--- src/inc/ers_pkg.sv ---
// Package for the error record status bank.
// Shared by the core module and the verification side.
package ers_pkg;

   // Register map (byte addresses, 64-bit registers as two words)
   localparam logic [15:0] STATUS_BASE     = 16'h0010;
   localparam logic [15:0] RECORD_STRIDE   = 16'h0040;
   localparam logic [15:0] GSR_OFF_SMALL   = 16'h0E00;
   localparam logic [15:0] GSR_OFF_LARGE   = 16'hE000;
   localparam int          TBU_LARGE_LIMIT = 54;
   localparam logic [15:0] IDLE_OFF_SMALL  = 16'h0EB0;
   localparam logic [15:0] IDLE_OFF_LARGE  = 16'hE0B0;

   // Status field positions
   localparam int BLK_LSB  = 32;
   localparam int V_BIT    = 30;
   localparam int UE_BIT   = 29;
   localparam int OF_BIT   = 27;
   localparam int CE_HI    = 25;
   localparam int CE_LO    = 24;
   localparam int UET_LSB  = 20;
   localparam int MID_LSB  = 8;

   // Encodings
   localparam logic [7:0] MID_PING_TIMEOUT = 8'h0C;
   localparam logic [1:0] CE_SET           = 2'h2;
   localparam logic [1:0] UET_UE           = 2'h3;
   localparam logic [7:0] ARCHITECTED_ERROR_CODE_VALID       = 8'h01;

   // Reset values
   localparam logic [7:0] MID_RESET = 8'h00;
   localparam logic [7:0] BLK_RESET = 8'h00;

   // AXI4-Lite responses
   localparam logic [1:0] RESP_OKAY   = 2'h0;
   localparam logic [1:0] RESP_SLVERR = 2'h2;

   // Error report from a fault check unit
   typedef struct packed {
      logic       valid;
      logic [7:0] record;
      logic [7:0] mech_id;
      logic       injected;
      logic [7:0] block_id;
   } ers_report_t;

endpackage

--- src/core/ers_status_bank.sv ---
// Error record status bank with AXI4-Lite register access.
// Assumes reporters hold a report for one cycle; single clock ref_clk.
`timescale 1ns/1ps

module ers_status_bank #(
   parameter int NUM_RECORDS = 4,
   parameter int NUM_TBUS    = 4
) (
   // Clock and reset
   input  wire logic                ref_clk,
   input  wire logic                resetn,
   // Uncorrectable and correctable report paths
   input  wire ers_pkg::ers_report_t ue_report,
   input  wire ers_pkg::ers_report_t ce_report,
   // AXI4-Lite write address
   input  wire logic                s_axi_awvalid,
   output logic                     s_axi_awready,
   input  wire logic [15:0]         s_axi_awaddr,
   // AXI4-Lite write data
   input  wire logic                s_axi_wvalid,
   output logic                     s_axi_wready,
   input  wire logic [31:0]         s_axi_wdata,
   input  wire logic [3:0]          s_axi_wstrb,
   // AXI4-Lite write response
   output logic                     s_axi_bvalid,
   input  wire logic                s_axi_bready,
   output logic [1:0]               s_axi_bresp,
   // AXI4-Lite read address
   input  wire logic                s_axi_arvalid,
   output logic                     s_axi_arready,
   input  wire logic [15:0]         s_axi_araddr,
   // AXI4-Lite read data
   output logic                     s_axi_rvalid,
   input  wire logic                s_axi_rready,
   output logic [31:0]              s_axi_rdata,
   output logic [1:0]               s_axi_rresp,
   // Summary of valid records
   output logic [63:0]              record_group_summary
);

   ////////////////////////////////////////////////////////////////////////
   // Address map
   localparam logic [15:0] GSR_OFF = (NUM_TBUS < ers_pkg::TBU_LARGE_LIMIT)
      ? ers_pkg::GSR_OFF_SMALL : ers_pkg::GSR_OFF_LARGE;
   localparam logic [15:0] IDLE_OFF =
      (NUM_TBUS < ers_pkg::TBU_LARGE_LIMIT)
      ? ers_pkg::IDLE_OFF_SMALL : ers_pkg::IDLE_OFF_LARGE;

   ////////////////////////////////////////////////////////////////////////
   // Record state
   logic [NUM_RECORDS-1:0] v_reg;
   logic [NUM_RECORDS-1:0] ue_reg;
   logic [NUM_RECORDS-1:0] ce_reg;
   logic [NUM_RECORDS-1:0] of_reg;
   logic [7:0]             mid_reg [NUM_RECORDS];
   logic [7:0]             blk_reg;
   logic [63:0]            status  [NUM_RECORDS];

   // Write channel state
   logic        aw_hold_reg;
   logic [15:0] aw_addr_reg;
   logic        w_hold_reg;
   logic [31:0] w_data_reg;
   logic [3:0]  w_strb_reg;
   logic        wr_go;
   logic        clr_pend_reg;
   logic        idle_reg;

   ////////////////////////////////////////////////////////////////////////
   // Write path: address and data taken in either order
   assign s_axi_awready = !aw_hold_reg && !s_axi_bvalid;
   assign s_axi_wready  = !w_hold_reg && !s_axi_bvalid;
   assign wr_go = aw_hold_reg && w_hold_reg && !s_axi_bvalid;

   always_ff @(posedge ref_clk)
   begin
      if (!resetn)
      begin
         aw_hold_reg <= 1'b0;
         aw_addr_reg <= 16'h0000;
      end
      else if (s_axi_awvalid && s_axi_awready)
      begin
         aw_hold_reg <= 1'b1;
         aw_addr_reg <= s_axi_awaddr;
      end
      else if (wr_go)
         aw_hold_reg <= 1'b0;
   end

   always_ff @(posedge ref_clk)
   begin
      if (!resetn)
      begin
         w_hold_reg <= 1'b0;
         w_data_reg <= 32'h00000000;
         w_strb_reg <= 4'h0;
      end
      else if (s_axi_wvalid && s_axi_wready)
      begin
         w_hold_reg <= 1'b1;
         w_data_reg <= s_axi_wdata;
         w_strb_reg <= s_axi_wstrb;
      end
      else if (wr_go)
         w_hold_reg <= 1'b0;
   end

   // Write decode: low word of a status register
   logic                   wr_hit;
   logic [NUM_RECORDS-1:0] wr_sel;
   always_comb
   begin
      wr_hit = 1'b0;
      wr_sel = '0;
      for (int i = 0; i < NUM_RECORDS; i++)
      begin
         if (aw_addr_reg == 16'(ers_pkg::STATUS_BASE
                                + 16'(i) * ers_pkg::RECORD_STRIDE))
         begin
            wr_sel[i] = wr_go;
            wr_hit    = 1'b1;
         end
      end
   end

   always_ff @(posedge ref_clk)
   begin
      if (!resetn)
      begin
         s_axi_bvalid <= 1'b0;
         s_axi_bresp  <= ers_pkg::RESP_OKAY;
      end
      else if (wr_go)
      begin
         s_axi_bvalid <= 1'b1;
         s_axi_bresp  <= wr_hit ? ers_pkg::RESP_OKAY
                                : ers_pkg::RESP_SLVERR;
      end
      else if (s_axi_bready)
         s_axi_bvalid <= 1'b0;
   end

   // Idle flag drops for one cycle after a status write
   always_ff @(posedge ref_clk)
   begin
      if (!resetn)
      begin
         clr_pend_reg <= 1'b0;
         idle_reg     <= 1'b1;
      end
      else
      begin
         clr_pend_reg <= |wr_sel;
         idle_reg     <= !(|wr_sel);
      end
   end

   ////////////////////////////////////////////////////////////////////////
   // Per-record flag logic
   genvar g;
   generate
      for (g = 0; g < NUM_RECORDS; g++)
      begin : gen_rec
         logic ue_hit;
         logic ce_hit;
         logic clr_ok;
         logic wv;
         logic wue;
         logic wce;
         logic wof;
         // Separate paths: a correctable report never stalls an
         // uncorrectable one in the same cycle
         assign ue_hit = ue_report.valid
                      && ue_report.record == 8'(g);
         assign ce_hit = ce_report.valid
                      && ce_report.record == 8'(g);
         // Flags that the write leaves set; CE low bit ignored
         assign wv  = v_reg[g]  && !w_data_reg[ers_pkg::V_BIT];
         assign wue = ue_reg[g] && !w_data_reg[ers_pkg::UE_BIT];
         assign wof = of_reg[g] && !w_data_reg[ers_pkg::OF_BIT];
         assign wce = ce_reg[g] && !w_data_reg[ers_pkg::CE_HI];
         assign clr_ok = wr_sel[g] && w_strb_reg[3]
                      && !(wv || wue || wof || wce);

         always_ff @(posedge ref_clk)
         begin
            if (!resetn)
            begin
               v_reg[g]  <= 1'b0;
               ue_reg[g] <= 1'b0;
               ce_reg[g] <= 1'b0;
               of_reg[g] <= 1'b0;
            end
            else
            begin
               // New reports win over a clear in the same cycle
               v_reg[g]  <= ue_hit || ce_hit
                         || (v_reg[g] && !clr_ok);
               ue_reg[g] <= ue_hit
                         || (ue_reg[g] && !clr_ok);
               ce_reg[g] <= ce_hit
                         || (ce_reg[g] && !clr_ok);
               // A report soon after a clear still sees old flags
               of_reg[g] <= (ue_hit && (ue_reg[g] || clr_pend_reg))
                         || (ce_hit && (ce_reg[g] || clr_pend_reg))
                         || (of_reg[g] && !clr_ok);
            end
         end

         always_ff @(posedge ref_clk)
         begin
            if (!resetn)
               mid_reg[g] <= ers_pkg::MID_RESET;
            else if (ue_hit)
               mid_reg[g] <= ue_report.mech_id;
            else if (ce_hit && !ue_reg[g])
               mid_reg[g] <= ce_report.mech_id;
         end

         always_comb
         begin
            status[g] = 64'h0;
            status[g][ers_pkg::V_BIT]  = v_reg[g];
            status[g][ers_pkg::UE_BIT] = ue_reg[g];
            status[g][ers_pkg::OF_BIT] = of_reg[g];
            status[g][ers_pkg::CE_HI:ers_pkg::CE_LO] =
               ce_reg[g] ? ers_pkg::CE_SET : 2'h0;
            status[g][ers_pkg::UET_LSB+:2] =
               (v_reg[g] && ue_reg[g]) ? ers_pkg::UET_UE : 2'h0;
            status[g][ers_pkg::MID_LSB+:8] = mid_reg[g];
            status[g][7:0] =
               v_reg[g] ? ers_pkg::ARCHITECTED_ERROR_CODE_VALID : 8'h00;
            if (g == 0)
               status[g][ers_pkg::BLK_LSB+:8] = blk_reg;
         end

         // Summary clears only after the write lands
         assign record_group_summary[g] = v_reg[g];
      end
   endgenerate

   if (NUM_RECORDS < 64)
   begin : gen_pad
      assign record_group_summary[63:NUM_RECORDS] = '0;
   end

   ////////////////////////////////////////////////////////////////////////
   // Remote block id on record 0
   always_ff @(posedge ref_clk)
   begin
      if (!resetn)
         blk_reg <= ers_pkg::BLK_RESET;
      else if (ue_report.valid && ue_report.record == 8'h00
               && ue_report.mech_id == ers_pkg::MID_PING_TIMEOUT
               && !ue_report.injected)
         blk_reg <= ue_report.block_id;
   end

   ////////////////////////////////////////////////////////////////////////
   // Read path
   logic [31:0] rd_word;
   logic        rd_hit;
   always_comb
   begin
      rd_word = 32'h00000000;
      rd_hit  = 1'b0;
      if (s_axi_araddr == GSR_OFF)
      begin
         rd_word = record_group_summary[31:0];
         rd_hit  = 1'b1;
      end
      else if (s_axi_araddr == 16'(GSR_OFF + 16'h0004))
      begin
         rd_word = record_group_summary[63:32];
         rd_hit  = 1'b1;
      end
      else if (s_axi_araddr == IDLE_OFF)
      begin
         rd_word = {31'h0, idle_reg};
         rd_hit  = 1'b1;
      end
      for (int i = 0; i < NUM_RECORDS; i++)
      begin
         if (s_axi_araddr == 16'(ers_pkg::STATUS_BASE
                                 + 16'(i) * ers_pkg::RECORD_STRIDE))
         begin
            rd_word = status[i][31:0];
            rd_hit  = 1'b1;
         end
         else if (s_axi_araddr == 16'(ers_pkg::STATUS_BASE + 16'h0004
                                 + 16'(i) * ers_pkg::RECORD_STRIDE))
         begin
            rd_word = status[i][63:32];
            rd_hit  = 1'b1;
         end
      end
   end

   assign s_axi_arready = !s_axi_rvalid;

   always_ff @(posedge ref_clk)
   begin
      if (!resetn)
      begin
         s_axi_rvalid <= 1'b0;
         s_axi_rdata  <= 32'h00000000;
         s_axi_rresp  <= ers_pkg::RESP_OKAY;
      end
      else if (s_axi_arvalid && s_axi_arready)
      begin
         s_axi_rvalid <= 1'b1;
         s_axi_rdata  <= rd_word;
         s_axi_rresp  <= rd_hit ? ers_pkg::RESP_OKAY
                                : ers_pkg::RESP_SLVERR;
      end
      else if (s_axi_rready)
         s_axi_rvalid <= 1'b0;
   end

endmodule

--- config.mk ---
export PLATFORM = sky130hd
export DESIGN_NAME = ers_status_bank
export DESIGN_NICKNAME = d
export VERILOG_FILES = /design/src/inc/ers_pkg.sv /design/src/core/ers_status_bank.sv
export SDC_FILE = /design/constraint.sdc
export NUM_CORES = 1
export LEC_CHECK = 0
export BUFFER_PORTS_ARGS = -buffer_cell sky130_fd_sc_hd__clkbuf_2
export CORE_ASPECT_RATIO = 1.25
export CORE_MARGIN = 8
export CORE_UTILIZATION = 46
export DETAILED_ROUTE_END_ITERATION = 8
export GPL_ROUTABILITY_DRIVEN = 0
export PLACE_DENSITY = 0.79
export SYNTH_ARGS = -nofsm -noshare
export SYNTH_HDL_FRONTEND = slang
export SYNTH_SLANG_ARGS = --single-unit
--- constraint.sdc ---
create_clock -name ref_clk -period 2.55 [get_ports ref_clk]
set_input_delay 0.51 -clock ref_clk [delete_from_list [all_inputs] [get_ports ref_clk]]
set_output_delay 0.51 -clock ref_clk [all_outputs]
set_load 0.01 [all_outputs]
# --- Word level (Yosys, flattened, before mapping) ---
# Memory sizes are Yosys's and may differ from the RTL's.
# Index checks and enable logic that the tools add are counted.
# W data, S select, Z words.
totals:
  regBits: 117
  ramBits: 32
  in_bits: 127
  output_inout_bits: 105
  word_cells: 294
  n_memories: 1
memory_table:
  columns: ["memory", "words", "width", "rd", "rd_ports_with_merged_regs", "write_ports", "line_no", "source"]
  rows:
  - ["mid_reg", 4, 8, 4, 0, 4, "ers_status_bank.sv:55", "logic [7:0] mid_reg [NUM_RECORDS];"]
classes:
  n_eq_ne: 22
  mux: 88
  bitwise: 8
  n_reduce_logical: 146
ops:
  columns: ["cell", "count"]
  rows:
  - ["$mux W32", 8]
  - ["$eq A16 B8 Y1 const B", 6]
  - ["$logic_and A1 B1 Y1", 73]
  - ["$mux W8", 8]
  - ["$mux W1", 61]
  - ["$eq A16 B12 Y1 const B", 3]
  - ["$eq A16 B5 Y1 const B", 3]
  - ["$eq A16 B7 Y1 const B", 3]
  - ["$logic_or A1 B1 Y1", 44]
  - ["$eq A8 B2 Y1 const B", 4]
  - ["$logic_not A1 Y1", 22]
  - ["$mux W2", 10]
  - ["$eq A8 B1 Y1 const B", 2]
  - ["$logic_not A8 Y1", 2]
  - ["$eq A8 B4 Y1 const B", 1]
  - ["$or A1 B1 Y1", 8]
  - ["$reduce_bool A2 Y1", 4]
  - ["$mux W4", 1]
  - ["$reduce_or A4 Y1", 1]

# --- Logic depth before layout (Yosys ltp) ---
depth:
  word_depth: 13
  depth_mapped: 7
  depth_no_buf: 5

# --- Worst setup path after synthesis ---
# No wires, ideal clock.
synth_timing:
  path_kind: "input-to-reg"
  from: "in ue_report[21] (netlist bit)"
  to: "mem mid_reg[0][0], enable pin"
  setup_time_ps: 328
  t_arrival_ps: 1892
  required_ps: 2222
  slack_ps: 330
  path_stages: 4
  path_buffers: 1
  cell_sequence: "or4b_4 buf_6 nor4_4 or3_1"
synth_lines:
  columns: ["element", "line_no", "source"]
  rows:
  - ["start: declaration", "ers_status_bank.sv:13", "input wire ers_pkg::ers_report_t ue_report,"]
  - ["end: declaration", "ers_status_bank.sv:55", null]

# --- Final worst setup path ---
layout_timing:
  from: "reg aw_addr_reg[12]"
  to: "reg ue_reg[0] (netlist: status[221])"
layout_via:
  elab_chain_cells: 7
layout_rtl:
  columns: ["element", "line_no", "source"]
  rows:
  - ["start: declaration", "ers_status_bank.sv:61", "logic [15:0] aw_addr_reg;"]
  - ["start signal: assignment", "ers_status_bank.sv:85", "aw_addr_reg <= s_axi_awaddr;"]
  - ["$eq A16 B5 Y1", "ers_status_bank.sv:118", "if (aw_addr_reg == 16'(ers_pkg::STATUS_BASE"]
  - ["$mux W1", "ers_status_bank.sv:118", null]
  - ["$logic_and A1 B1 Y1", "ers_status_bank.sv:183", "assign clr_ok = wr_sel[g] && w_strb_reg[3]"]
  - ["$logic_and A1 B1 Y1", "ers_status_bank.sv:184", "&& !(wv || wue || wof || wce);"]
  - ["$logic_not A1 Y1", "ers_status_bank.sv:201", "|| (ue_reg[g] && !clr_ok);"]
  - ["$logic_and A1 B1 Y1", "ers_status_bank.sv:201", null]
  - ["$logic_or A1 B1 Y1", "ers_status_bank.sv:201", null]
  - ["end signal: indexed assignment", "ers_status_bank.sv:200", "ue_reg[g] <= ue_hit"]
  - ["end: declaration", "ers_status_bank.sv:52", "logic [NUM_RECORDS-1:0] ue_reg;"]
# Every way passes these cells.
# A chain may end at the register's enable or synchronous reset.

==> flow_summary.json <==
{
  "status": "completed",
  "placementRows": 45,
  "worstSetupPathDepth": 5,
  "syn_area_per_cell_sq_um": 8.75,
  "power_density_nw_per_um2": 565,
  "yosysMostFrequentCell": "nand2_1",
  "fin_skew_ns": 0.00595,
  "finalWirelength_mm": 15.0,
  "critical_path_required_ns": 2.75,
  "period_share": 0.810,
  "die_x_um": 115,
  "root_buffer": "clkbuf_16",
  "num-fill-cells": 1164,
  "cts_setup_buffers": 0,
  "yosys-top-cells-area": "dfxtp_1 (26%), edfxtp_1 (17%), buf_4 (11%)",
  "hold_viol": 0,
  "final_max_slew_viol_count": 0,
  "max_stage_delay_ns": 0.44,
  "first_pass_iters": 5,
  "dieArea_sq_um": 16100,
  "dpl.hpwl_mm": 11.4,
  "period_needed_ns": 2.06,
  "dp.cells": 912,
  "slew_headroom": 0.641,
  "endpoint_kind": "register",
  "syn_to_final_growth_pct": 14.4,
  "wl_per_cell_um": 16.2,
  "ys_seq_elements": 106,
  "netlist_area_sq_um": 5630,
  "start_kind": "register",
  "crit_chain": "nor4_1 -> nor4bb_1 -> nand4_1 -> nor3_1 -> o22ai_1",
  "crit_family": "simple AND/OR/NAND/NOR gates",
  "die_h_um": 140,
  "avgViaCountPerCell": 5.27,
  "ys_seq_area_frac": 0.434,
  "grt_overflow_total": 0,
  "grt.total_usage": 0.183,
  "io_pins": 232,
  "remaining_drc_errors": 0,
  "p_leak_nw": 2.56,
  "irDropWorstVdd_mv": 0.376,
  "fp.coreArea_sq_um": 12000,
  "largest_register_ffs": 32,
  "ys.flop_type": "dfxtp_1",
  "portBuffers": 119,
  "clk_latency_ns": 0.34,
  "max_freq_mhz": 484,
  "crit_buf_inv": 0,
  "cp.arrival_ns": 2.27,
  "grt_start_max_net_pins": 52,
  "start_util": 0.467,
  "finalSetupTns_ns": 0,
  "vias": 4895,
  "htreeDepth": 3,
  "worstSetupPathType": "reg -> reg",
  "total_power_mw": 3.64,
  "synthTopCellsByCount": "nand2_1 (94), buf_4 (81), dfxtp_1 (74)",
  "setup_viol": 0,
  "grt_pass1_wl_mm": 23.6,
  "rr_worst_depth": 5,
  "cts_tree": "done",
  "fin_cells": 928,
  "cts_sinks": 106,
  "synth_top_area_cell": "dfxtp_1",
  "grt_pass1_vias": 4744,
  "rsz0062_at_grt": "false",
  "synth_top_area_frac": 0.263,
  "cp_max_fo": 5,
  "worst_slew_pin_slew_ns": 0.539,
  "holdPathStages": 2,
  "synth_edf_count": 32,
  "drtAntennaViolNets": 0,
  "synth_warnings": 0,
  "antenna_found_initial": 0,
  "fin_nets": 886,
  "async_reset_ff_frac": 0,
  "ctsResizeCount": 0,
  "cap_violations": 0,
  "drtIter0Drc": 336,
  "hold_path.class": "in -> reg",
  "synthCells": 643,
  "clk_pin_slew_worst_paths_ns": 0.07,
  "cts_buffers": 9,
  "hold_buffers": 0,
  "drive_above_1_share": 0.242,
  "synth_cell_types": 60,
  "diodes": 0,
  "crit_path_top_delay_cell": "nor4_1",
  "clockBufferDepth": 2
}
-- final timing paths --
kind | endpoint | startpoint | slack (ns)
max | status[221] | aw_addr_reg[12] | 0.49
min | s_axi_rvalid | s_axi_rready | 0.35
max reg2reg | status[221] | aw_addr_reg[12] | 0.49
min reg2reg | aw_addr_reg[15] | aw_addr_reg[15] | 0.46
-- through the flow --
step / util / hold WS [ns] / setup WS [ns] / cell area [sq um]
4_1_cts: 0.534 / 0.335 / 0.545 / 6440
2_1_floorplan: - / 0.436 / 0.330 / 5900
5_1_grt: 0.534 / 0.341 / 0.400 / 6440
6_report: 0.534 / 0.347 / 0.485 / 6440
3_5_place_dp: 0.510 / 0.450 / 0.272 / 6140
3_3_place_gp: 0.510 / 0.440 / 0.303 / 6140
-- cell families after synthesis --
logic type | Yosys count | synth area share
buffers and inverters | 122 | 0.139
AO/OA/AOI/OAI | 135 | 0.137
other | 1 | 0.000666
AND/OR/NAND/NOR | 258 | 0.226
flip-flops | 106 | 0.434
multiplexers | 21 | 0.0640
-- cell usage in the layout, fill, tap and decap left out, types with 3 or more instances in the layout --
master	n
a31oi_1	6
dfxtp_1	74
a22oi_1	4
nand2_1	94
nor4_1	5
and2_1	4
nand4_1	5
nor4b_1	5
o21ai_0	27
mux4_2	12
clkbuf_2	120
o22ai_1	8
inv_1	12
mux2i_1	9
nor4_4	3
nand3b_1	3
nor2_1	58
a21oi_1	72
or3_1	4
conb_1	72
nor3_1	13
nand3_1	44
buf_4	24
clkbuf_16	9
edfxtp_1	32
-- per-layer routing --
metal,track usage,up-vias,wire [um]
li1,-,2356,-
met1,0.207,2219,5430
met2,0.317,277,7500
met3,0.0398,43,1510
met4,0.0818,0,554
met5,0,-,0
-- layout make-up --
class	instances	area, sq um	area share
Clock buffer	11	234	0.0363
Timing Repair Buffer	143	776	0.120
Multi-Input combinational cell	486	2670	0.415
Inverter	13	48.8	0.00758
Sequential cell	106	2440	0.379
Clock inverter	5	60.1	0.00933
Tap cell	164	205	0.0319
-- power breakdown --
group	internal (mW)	total, mW	switching [mW]
combinational	0.153	0.420	0.268
clock	0.773	1.39	0.612
sequential	1.80	1.83	0.0346
(Power assumes the default switching activity.)
